File: config.mk
export PLATFORM = sky130hd
export DESIGN_NAME = acc_top
export DESIGN_NICKNAME = d
export VERILOG_FILES = /design/src/logic/acc_pkg.sv /design/src/logic/acc_clk_div.sv /design/src/logic/acc_top.sv
export SDC_FILE = /design/constraint.sdc
export NUM_CORES = 1
export LEC_CHECK = 0
export ABC_AREA = 1
export BUFFER_PORTS_ARGS = -buffer_cell sky130_fd_sc_hd__buf_2
export CAP_MARGIN = 0
export CORE_UTILIZATION = 50
export DETAILED_ROUTE_END_ITERATION = 8
export GPL_TIMING_DRIVEN = 0
export PLACE_DENSITY = 0.76
export RECOVER_POWER = 25
export SLEW_MARGIN = 20
export SYNTH_ARGS = -nofsm -noshare
export SYNTH_HDL_FRONTEND = slang
export SYNTH_SLANG_ARGS = --single-unit
File: constraint.sdc
create_clock -name clk -period 2 [get_ports clk]
set_input_delay 0 -clock clk [delete_from_list [all_inputs] [get_ports clk]]
set_output_delay 0 -clock clk [all_outputs]
set_load 0.01 [all_outputs]
File: src/logic/acc_pkg.sv
`default_nettype none
package acc_pkg;

  // Result and channel geometry
  localparam int          RESULT_W        = 10;
  localparam int          CHAN_SEL_W      = 5;
  localparam int          PORT_PINS       = 8;
  localparam logic [4:0]  CHAN_POWER_OFF  = 5'h1f;

  // Conversion timing in converter clock ticks
  localparam int          CONV_TICKS      = 16;
  localparam int          SAMPLE_TICKS    = 4;
  localparam logic [4:0]  CNT_LAST        = 5'(CONV_TICKS - 1);
  localparam logic [4:0]  CNT_SAMPLE_LAST = 5'(SAMPLE_TICKS - 1);
  localparam logic [9:0]  SAR_FIRST_TRIAL = 10'h200;
  localparam logic [9:0]  RESULT_FULL     = 10'h3ff;

  // Justification codes, {justify_sel_hi, justify_sel_lo}
  localparam logic [1:0]  JUST_TRUNC8     = 2'h0;
  localparam logic [1:0]  JUST_RIGHT      = 2'h1;
  localparam logic [1:0]  JUST_LEFT       = 2'h2;
  localparam logic [1:0]  JUST_LEFT_SIGN  = 2'h3;

  // Reset values of the status/control and clock configuration fields
  localparam logic        RST_CONTINUOUS  = 1'b0;
  localparam logic        RST_IRQ_ENABLE  = 1'b0;
  localparam logic [4:0]  RST_CHANNEL     = 5'h1f;
  localparam logic [1:0]  RST_JUSTIFY     = JUST_RIGHT;
  localparam logic [2:0]  RST_CLK_DIVIDER = 3'h0;
  localparam logic        RST_CLK_SOURCE  = 1'b0;

  // Prescaler: codes at or above this value divide by sixteen
  localparam logic [2:0]  DIV_CODE_MAX    = 3'h4;

  typedef enum logic [3:0] {
    ST_IDLE   = 4'b0001,
    ST_SAMPLE = 4'b0010,
    ST_SAR    = 4'b0100,
    ST_SETTLE = 4'b1000
  } acc_state_t;

endpackage
`default_nettype wire

File: src/logic/acc_clk_div.sv
`default_nettype none
module acc_clk_div (
  input  wire logic       clk,
  input  wire logic       rst_b,
  input  wire logic       src_tick,
  input  wire logic [2:0] div_code,
  output logic            conv_tick
);
  import acc_pkg::*;

  logic [3:0] cnt_reg;
  logic [3:0] last_count;
  logic [2:0] code_sat;

  ////////////////////////////////////////////////////////////////////////////////
  // Divide ratio is 1, 2, 4, 8 or 16 source ticks per converter tick
  always_comb begin
    code_sat   = (div_code > DIV_CODE_MAX) ? DIV_CODE_MAX : div_code;
    last_count = 4'((5'h1 << code_sat) - 5'h1);
  end

  always_ff @(posedge clk or negedge rst_b) begin
    if (!rst_b) begin
      cnt_reg <= 4'h0;
    end else if (src_tick) begin
      // A ratio change mid count wraps early rather than waiting out 16
      cnt_reg <= (cnt_reg >= last_count) ? 4'h0 : cnt_reg + 4'h1;
    end
  end

  always_ff @(posedge clk or negedge rst_b) begin
    if (!rst_b) begin
      conv_tick <= 1'b0;
    end else begin
      conv_tick <= src_tick && (cnt_reg >= last_count);
    end
  end

endmodule
`default_nettype wire

File: src/logic/acc_top.sv
`default_nettype none
module acc_top (
  input  wire logic                       clk,
  input  wire logic                       rst_b,
  input  wire logic                       scr_wr,
  input  wire logic                       scr_continuous_enable,
  input  wire logic                       scr_conv_irq_enable,
  input  wire logic [acc_pkg::CHAN_SEL_W-1:0] scr_channel_select,
  input  wire logic                       justify_sel_hi,
  input  wire logic                       justify_sel_lo,
  input  wire logic [2:0]                 conv_clock_divider,
  input  wire logic                       conv_clock_source_sel,
  input  wire logic                       osc_tick,
  input  wire logic                       result_high_rd,
  input  wire logic                       result_low_rd,
  input  wire logic                       stop_mode,
  input  wire logic                       comp_above,
  output logic                            continuous_enable,
  output logic                            conv_irq_enable,
  output logic [acc_pkg::CHAN_SEL_W-1:0]  channel_select,
  output logic                            conv_complete_flag,
  output logic                            conv_irq,
  output logic [7:0]                      result_high,
  output logic [7:0]                      result_low,
  output logic                            conv_busy,
  output logic                            sample_hold,
  output logic                            analog_enable,
  output logic [acc_pkg::RESULT_W-1:0]    dac_code,
  output logic [acc_pkg::PORT_PINS-1:0]   analog_port_pins
);
  import acc_pkg::*;

  ////////////////////////////////////////////////////////////////////////////////
  // Declarations

  acc_state_t              state_reg;
  logic [4:0]              tick_cnt_reg;
  logic [RESULT_W-1:0]     trial_mask_reg;
  logic                    interlock_reg;
  logic                    stop_prev_reg;
  logic                    resume_pending_reg;
  logic                    conv_tick;
  logic                    lead_tick_reg;
  logic                    seq_tick;
  logic                    src_tick;
  logic [4:0]              chan_next;
  logic                    cont_next;
  logic                    power_off_next;
  logic                    stop_exit;
  logic                    conv_done;
  logic                    start_conv;
  logic                    data_read;
  logic                    store_ok;
  logic [1:0]              justify;
  logic [RESULT_W-1:0]     sar_value;
  logic [7:0]              fmt_high;
  logic [7:0]              fmt_low;

  ////////////////////////////////////////////////////////////////////////////////
  // Converter clock prescaler

  // Bus clock source ticks every cycle; the oscillator source arrives as an enable
  assign src_tick = conv_clock_source_sel ? 1'b1 : osc_tick;

  acc_clk_div u_clk_div (
    .clk       (clk),
    .rst_b     (rst_b),
    .src_tick  (src_tick),
    .div_code  (conv_clock_divider),
    .conv_tick (conv_tick)
  );

  ////////////////////////////////////////////////////////////////////////////////
  // Control decode

  always_comb begin
    chan_next      = scr_wr ? scr_channel_select : channel_select;
    cont_next      = scr_wr ? scr_continuous_enable : continuous_enable;
    power_off_next = (chan_next == CHAN_POWER_OFF);
    stop_exit      = stop_prev_reg && !stop_mode;
    conv_done      = seq_tick && (state_reg == ST_SETTLE) && (tick_cnt_reg == CNT_LAST);
    data_read      = result_high_rd || result_low_rd;
    justify        = {justify_sel_hi, justify_sel_lo};
  end

  // Start sources: a control write, a stop exit with work pending, or a
  // back-to-back restart in continuous mode; stop and power-off veto all
  always_comb begin
    start_conv = 1'b0;
    if (!stop_mode && !power_off_next) begin
      if (scr_wr) begin
        start_conv = 1'b1;
      end else if (stop_exit && resume_pending_reg) begin
        start_conv = 1'b1;
      end else if (conv_done && cont_next) begin
        start_conv = 1'b1;
      end
    end
  end

  // The divider free-runs, so the first tick after a start is a partial
  // period; skipping it keeps every conversion at 16 to 17 full ticks
  always_ff @(posedge clk or negedge rst_b) begin
    if (!rst_b) begin
      lead_tick_reg <= 1'b0;
    end else if (start_conv) begin
      lead_tick_reg <= 1'b1;
    end else if (conv_tick) begin
      lead_tick_reg <= 1'b0;
    end
  end

  assign seq_tick = conv_tick && !lead_tick_reg;

  ////////////////////////////////////////////////////////////////////////////////
  // Status/control fields

  always_ff @(posedge clk or negedge rst_b) begin
    if (!rst_b) begin
      continuous_enable <= RST_CONTINUOUS;
      conv_irq_enable   <= RST_IRQ_ENABLE;
      channel_select    <= RST_CHANNEL;
    end else if (scr_wr) begin
      continuous_enable <= scr_continuous_enable;
      conv_irq_enable   <= scr_conv_irq_enable;
      channel_select    <= scr_channel_select;
    end
  end

  ////////////////////////////////////////////////////////////////////////////////
  // Conversion sequencer

  // Wait mode is not an input: the sequencer never gates on it
  always_ff @(posedge clk or negedge rst_b) begin
    if (!rst_b) begin
      state_reg    <= ST_IDLE;
      tick_cnt_reg <= 5'h0;
    end else if (stop_mode || power_off_next) begin
      state_reg    <= ST_IDLE;
      tick_cnt_reg <= 5'h0;
    end else if (start_conv) begin
      // Count starts over; the partial first tick is skipped, giving 16-17
      state_reg    <= ST_SAMPLE;
      tick_cnt_reg <= 5'h0;
    end else if (seq_tick) begin
      unique case (state_reg)
        ST_IDLE: begin
          tick_cnt_reg <= 5'h0;
        end
        ST_SAMPLE: begin
          tick_cnt_reg <= tick_cnt_reg + 5'h1;
          if (tick_cnt_reg == CNT_SAMPLE_LAST) begin
            state_reg <= ST_SAR;
          end
        end
        ST_SAR: begin
          tick_cnt_reg <= tick_cnt_reg + 5'h1;
          if (trial_mask_reg[0]) begin
            state_reg <= ST_SETTLE;
          end
        end
        ST_SETTLE: begin
          tick_cnt_reg <= tick_cnt_reg + 5'h1;
          if (tick_cnt_reg == CNT_LAST) begin
            // Single mode parks here until the next control write
            state_reg    <= ST_IDLE;
            tick_cnt_reg <= 5'h0;
          end
        end
      endcase
    end
  end

  ////////////////////////////////////////////////////////////////////////////////
  // Successive approximation

  // Each tick keeps or drops the trial bit by the comparator, then tries the
  // next; a comparator held high ends on all ones, held low on zero
  always_ff @(posedge clk or negedge rst_b) begin
    if (!rst_b) begin
      dac_code       <= 10'h000;
      trial_mask_reg <= 10'h000;
    end else if (start_conv) begin
      dac_code       <= 10'h000;
      trial_mask_reg <= 10'h000;
    end else if (seq_tick) begin
      if (state_reg == ST_SAMPLE && tick_cnt_reg == CNT_SAMPLE_LAST) begin
        dac_code       <= SAR_FIRST_TRIAL;
        trial_mask_reg <= SAR_FIRST_TRIAL;
      end else if (state_reg == ST_SAR) begin
        dac_code       <= (comp_above ? dac_code : (dac_code & ~trial_mask_reg))
                          | (trial_mask_reg >> 1);
        trial_mask_reg <= trial_mask_reg >> 1;
      end
    end
  end

  assign sar_value = dac_code;

  ////////////////////////////////////////////////////////////////////////////////
  // Stop mode tracking

  always_ff @(posedge clk or negedge rst_b) begin
    if (!rst_b) begin
      stop_prev_reg      <= 1'b0;
      resume_pending_reg <= 1'b0;
    end else begin
      stop_prev_reg <= stop_mode;
      if (stop_mode) begin
        // Resume whatever was under way or asked for when stop came in
        if (state_reg != ST_IDLE || scr_wr || continuous_enable) begin
          resume_pending_reg <= 1'b1;
        end
      end else if (stop_exit) begin
        resume_pending_reg <= 1'b0;
      end
    end
  end

  ////////////////////////////////////////////////////////////////////////////////
  // Result formatting

  always_comb begin
    fmt_high = 8'h00;
    fmt_low  = 8'h00;
    unique case (justify)
      JUST_TRUNC8: begin
        fmt_low = sar_value[9:2];
      end
      JUST_RIGHT: begin
        fmt_high = {6'h00, sar_value[9:8]};
        fmt_low  = sar_value[7:0];
      end
      JUST_LEFT: begin
        fmt_high = sar_value[9:2];
        fmt_low  = {sar_value[1:0], 6'h00};
      end
      JUST_LEFT_SIGN: begin
        fmt_high = {~sar_value[9], sar_value[8:2]};
        fmt_low  = {sar_value[1:0], 6'h00};
      end
    endcase
  end

  ////////////////////////////////////////////////////////////////////////////////
  // Data registers and read interlock

  // A low read in the same cycle as a high read releases the lock at once
  always_ff @(posedge clk or negedge rst_b) begin
    if (!rst_b) begin
      interlock_reg <= 1'b0;
    end else if (justify == JUST_TRUNC8) begin
      interlock_reg <= 1'b0;
    end else if (result_low_rd) begin
      interlock_reg <= 1'b0;
    end else if (result_high_rd) begin
      interlock_reg <= 1'b1;
    end
  end

  assign store_ok = (justify == JUST_TRUNC8) || !interlock_reg;

  // Unread data is overwritten freely; only the interlock holds it back
  always_ff @(posedge clk or negedge rst_b) begin
    if (!rst_b) begin
      result_high <= 8'h00;
      result_low  <= 8'h00;
    end else if (conv_done && store_ok) begin
      result_high <= fmt_high;
      result_low  <= fmt_low;
    end
  end

  ////////////////////////////////////////////////////////////////////////////////
  // Completion flag and interrupt request

  // A completion in the cycle of a clearing read wins over the clear
  always_ff @(posedge clk or negedge rst_b) begin
    if (!rst_b) begin
      conv_complete_flag <= 1'b0;
    end else if (conv_irq_enable) begin
      conv_complete_flag <= 1'b0;
    end else if (conv_done) begin
      conv_complete_flag <= 1'b1;
    end else if (data_read) begin
      conv_complete_flag <= 1'b0;
    end
  end

  always_ff @(posedge clk or negedge rst_b) begin
    if (!rst_b) begin
      conv_irq <= 1'b0;
    end else if (conv_done && conv_irq_enable) begin
      conv_irq <= 1'b1;
    end else if (data_read || scr_wr || !conv_irq_enable) begin
      conv_irq <= 1'b0;
    end
  end

  ////////////////////////////////////////////////////////////////////////////////
  // Analog side controls

  always_ff @(posedge clk or negedge rst_b) begin
    if (!rst_b) begin
      conv_busy   <= 1'b0;
      sample_hold <= 1'b0;
    end else begin
      conv_busy   <= (state_reg != ST_IDLE) && !stop_mode;
      sample_hold <= (state_reg == ST_SAMPLE) && !stop_mode;
    end
  end

  always_ff @(posedge clk or negedge rst_b) begin
    if (!rst_b) begin
      analog_enable <= 1'b0;
    end else begin
      analog_enable <= !power_off_next && !stop_mode;
    end
  end

  // Only the selected port pin is forced to an analog input
  for (genvar i = 0; i < PORT_PINS; i++) begin : g_pin
    always_ff @(posedge clk or negedge rst_b) begin
      if (!rst_b) begin
        analog_port_pins[i] <= 1'b0;
      end else begin
        analog_port_pins[i] <= (channel_select == 5'(i));
      end
    end
  end

endmodule
`default_nettype wire

==> key figures <==
Status
  – Status: finished, violations left
  – Violated checks: capacitance limit, slew limit, setup timing

Timing
  – Max-slew violations: 30
  – Final Critical Period: 2.01 ns
  – Final Hold Viols: 0
  – Post-route clock period utilization: 101%
  – # setup viols final: 7
  – Fmax: between 400 and 500 MHz
  – RSZ-0062 raised after global routing: true
  – Slew of the pin with the lowest slew margin: between 1.5 and 2 ns
  – Hold_ws: ~0.021 ns
  – Setup TNS Final: -0.0482 ns
  – Final worst slack: -0.0134 ns
  – Slew HR: -15.2%
  – Clk_skew: 0.0109 ns

Setup path
  – Slowest cell on crit path: dfrtp_1
  – Setup CP Type: reg -> reg
  – Crit path buf inv count: 4
  – Critical path's largest stage delay: 0.37 ns
  – RR Startpoint: tick_cnt_reg[0]$_DFFE_PN0P_
  – Worst Path Required: approximately 2.2 ns
  – Reg2reg path depth: 14
  – Crit-path leading delay family: simple AND/OR/NAND/NOR gates
  – CP endpoint kind: flip-flop
  – Crit-path cells: ha_2 -> inv_2 -> nor3_4 -> ha_2 -> inv_2 -> nor2_2 -> nand3_2 -> nand2_4 -> nand3_4 -> nand2_8 -> inv_8 -> buf_8 -> nand2_2 -> nand2_1
  – Critical Path AT: around 2.3 ns
  – Crit path capture: trial_mask_reg[4]$_DFFE_PN0P_
  – Critical Path Start: tick_cnt_reg[0]$_DFFE_PN0P_
  – Cell count along the critical path: 14
  – Crit Path Max Fanout: 5
  – Worst R2R Setup Slack: -0.01 ns
  – CP startpoint kind: flip-flop
  – RR Endpoint: trial_mask_reg[4]$_DFFE_PN0P_

Power and ir drop
  – NetSw: roughly 1.1 mW
  – Clock Power Share: between 30% and 40%
  – Int Power: 2.60 mW
  – VDD IR-drop max: 0.420 mV
  – Net Sw Frac: 28.9%
  – Sequential power share: between 40% and 50%
  – Combinational power share: 18.2%
  – PD cells: roughly 740 nW/um2
  – Leakage power: between 2 and 3 nW

Finish
  – Post-layout util: about two thirds
  – Filler instances: approximately 590
  – Non-Filler Instances: about 680
  – Nets: approximately 600
  – Number of diodes: 0
  – Area Growth Syn to Fin: 32.2%
  – Share of cells above drive strength 1: 28.9%

Yosys
  – Post-Synthesis Cells: between 400 and 500
  – Yosys reg bits: 74
  – Avg Synthesized Cell Area: slightly above 8 um2
  – Syn nets: just under 500
  – Yosys warns: 0
  – Number of synthesized flops with an enable pin: 0
  – Mapped Area: approximately 3700 um2
  – Register area share after synthesis: about 50%
  – Asr flop ratio synth: 100%
  – Main flop type after synthesis: dfrtp_1
  – Library cells used by synthesis: 40

Clock tree
  – Clock Latency Late Sink: approximately 0.35 ns
  – CTS tree: done
  – H-Tree Depth: 3
  – Worst-path clk slew: approximately 0.080 ns
  – Longest Clk Path Bufs: 2
  – Root Buffer: clkbuf_8
  – Clock Sinks: 74
  – CTS Buf Count: 9

Drt
  – DR iter-0 viols: between 100 and 150
  – Pre-antenna DRT Iters: 4
  – ANT nets after route: 0
  – DR DRC count: 0
  – Vias: 3,426
  – WL per Instance: approximately 13 um
  – Vias per cell: 5.07
  – Final wirelength: slightly below 9 mm

Floorplan
  – Die height: ~90 um
  – Die Footprint: just under 8000 um2
  – Die Span X: slightly below 90 um
  – IO Pins: 67
  – Starting Density: between 50% and 60%
  – # rows: 31
  – Core area: about 7200 um2

Hold path
  – Hold Path Class: in -> reg
  – Hold depth: 3

Flow run
  – Max-cap violations: 1

GRT
  – Vias in the first global route: 3,119
  – Grt total ovfl: 0
  – Initial antenna violation count: 0
  – GRT Overall Usage: between 20% and 30%
  – Global-route wire length before repair: roughly 14 mm
  – Largest net degree at the start of global routing: between 40 and 50

Placed design
  – I/O Buffers: between 60 and 70
  – Final Wtd Congestion: 0.837
  – Hpwl dp: 5.78 mm
  – Dpl cells: roughly 620
-- cell families after synthesis --
| kind of cell | share of synthesized area (%) |
|---|---|
| AOI/OAI and AO/OA | 9.11 |
| buffers and inverters | 7.49 |
| and+or+nand+nor | 29.6 |
| DFF | 50.1 |
| adders and majority gates | 2.70 |
| xor gates and xnor gates | 0.945 |
-- worst reg2reg max path, delay by kind of cell (launching register included) --
| kind | cells | cell delay, ns |
|---|---|---|
| buffers and inverters | 4 | 0.28 |
| DFF | 1 | 0.37 |
| adders and majority gates | 2 | 0.43 |
| and+or+nand+nor | 8 | 0.85 |
-- cells in the mapped netlist (3+ instances only) --
master,n,area share [%]
nor3_1,6,0.81
o31ai_1,5,1.0
o21ai_1,5,0.67
ha_1,8,2.7
nand4_1,5,0.84
a21oi_1,10,1.3
inv_1,48,4.9
inv_2,9,0.91
xor2_1,3,0.71
o21ai_0,12,1.6
nand2_2,7,1.2
nor2_4,3,0.91
dfstp_2,6,4.2
dfrtp_1,68,46
nor2_2,6,1.0
buf_6,3,0.91
nand2_1,146,15
nor2_1,41,4.1
o22ai_1,9,1.5
nand3_1,28,3.8
-- placed cells by master (no fill, tap or decap), types with 6 or more instances in the layout --
cell type / count
nand3_1: 25
buf_4: 18
o22ai_1: 9
buf_2: 64
o21ai_0: 12
inv_2: 9
dfrtp_1: 68
a21oi_1: 10
nor2_1: 41
dlygate4sd3_1: 21
ha_1: 6
inv_1: 46
nand2_2: 15
clkbuf_8: 9
dfstp_2: 6
nand2_1: 134
-- timing repair --
| action | 4_1_cts | 5_1_grt |
|---|---|---|
| hold buffers | 21 | 0 |
| hold endpoints to repair | 90 | 0 |
| buffers inserted | 8 | 8 |
| gates resized for setup | 3 | 36 |
| pin swaps | 4 | 18 |
| gates cloned | 0 | 4 |
| endpoints found under the setup margin | 39 | 39 |
-- final cells by class --
class | count | area, um2 | area share, %
clock buffers | 10 | 128 | 2.60
well taps | 99 | 124 | 2.52
repair buffers | 107 | 722 | 14.7
multi-input cells | 313 | 1680 | 34.1
clock inverters | 6 | 90.1 | 1.84
inverters | 59 | 234 | 4.77
plain buffers | 7 | 67.6 | 1.38
flip-flops and latches | 74 | 1860 | 37.9
repair inverters | 1 | 6.26 | 0.128
-- stage by stage --
step	cell area, um2	total power, mW	setup WS, ns
3_3_place_gp	4170	2.29	-0.174
6_report	4910	3.65	-0.0134
2_1_floorplan	3720	2.13	0.0330
5_1_grt	4910	3.85	-0.122
4_1_cts	4690	3.64	0.0305
3_5_place_dp	4190	2.33	-0.221
-- how the worst min path moves through the flow --
stage          slack, ns                             to            from
2_1_floorplan      -0.30        analog_enable$_DFF_PN0_           rst_b
3_3_place_gp        0.19      interlock_reg$_DFFE_PN0P_   result_low_rd
3_5_place_dp       -0.04  analog_port_pins[4]$_DFF_PN0_           rst_b
4_1_cts           0.0001     result_high[7]$_DFFE_PN0P_  justify_sel_lo
5_1_grt             0.02     result_high[7]$_DFFE_PN0P_  justify_sel_lo
6_report            0.02     result_high[7]$_DFFE_PN0P_  justify_sel_lo
-- power groups by stage --
| stage | Sequential [mW] | Clock (mW) | Combinational [mW] |
|---|---|---|---|
| floorplan | 1.75 | 0 | 0.377 |
| global placement | 1.74 | 0 | 0.555 |
| detailed placement | 1.74 | 0 | 0.588 |
| CTS | 1.71 | 1.29 | 0.632 |
| global route | 1.74 | 1.36 | 0.758 |
| finish | 1.71 | 1.27 | 0.666 |
-- routing by layer --
metal | share of wire (%) | vias to the layer above | GRT usage (%)
met5 | 0 | - | 0
met4 | 2.8 | 0 | 10.6
met3 | 4.1 | 27 | 5.18
met2 | 51 | 104 | 39.1
met1 | 42 | 1602 | 29.0
li1 | - | 1693 | -
(Power assumes the default switching activity.)
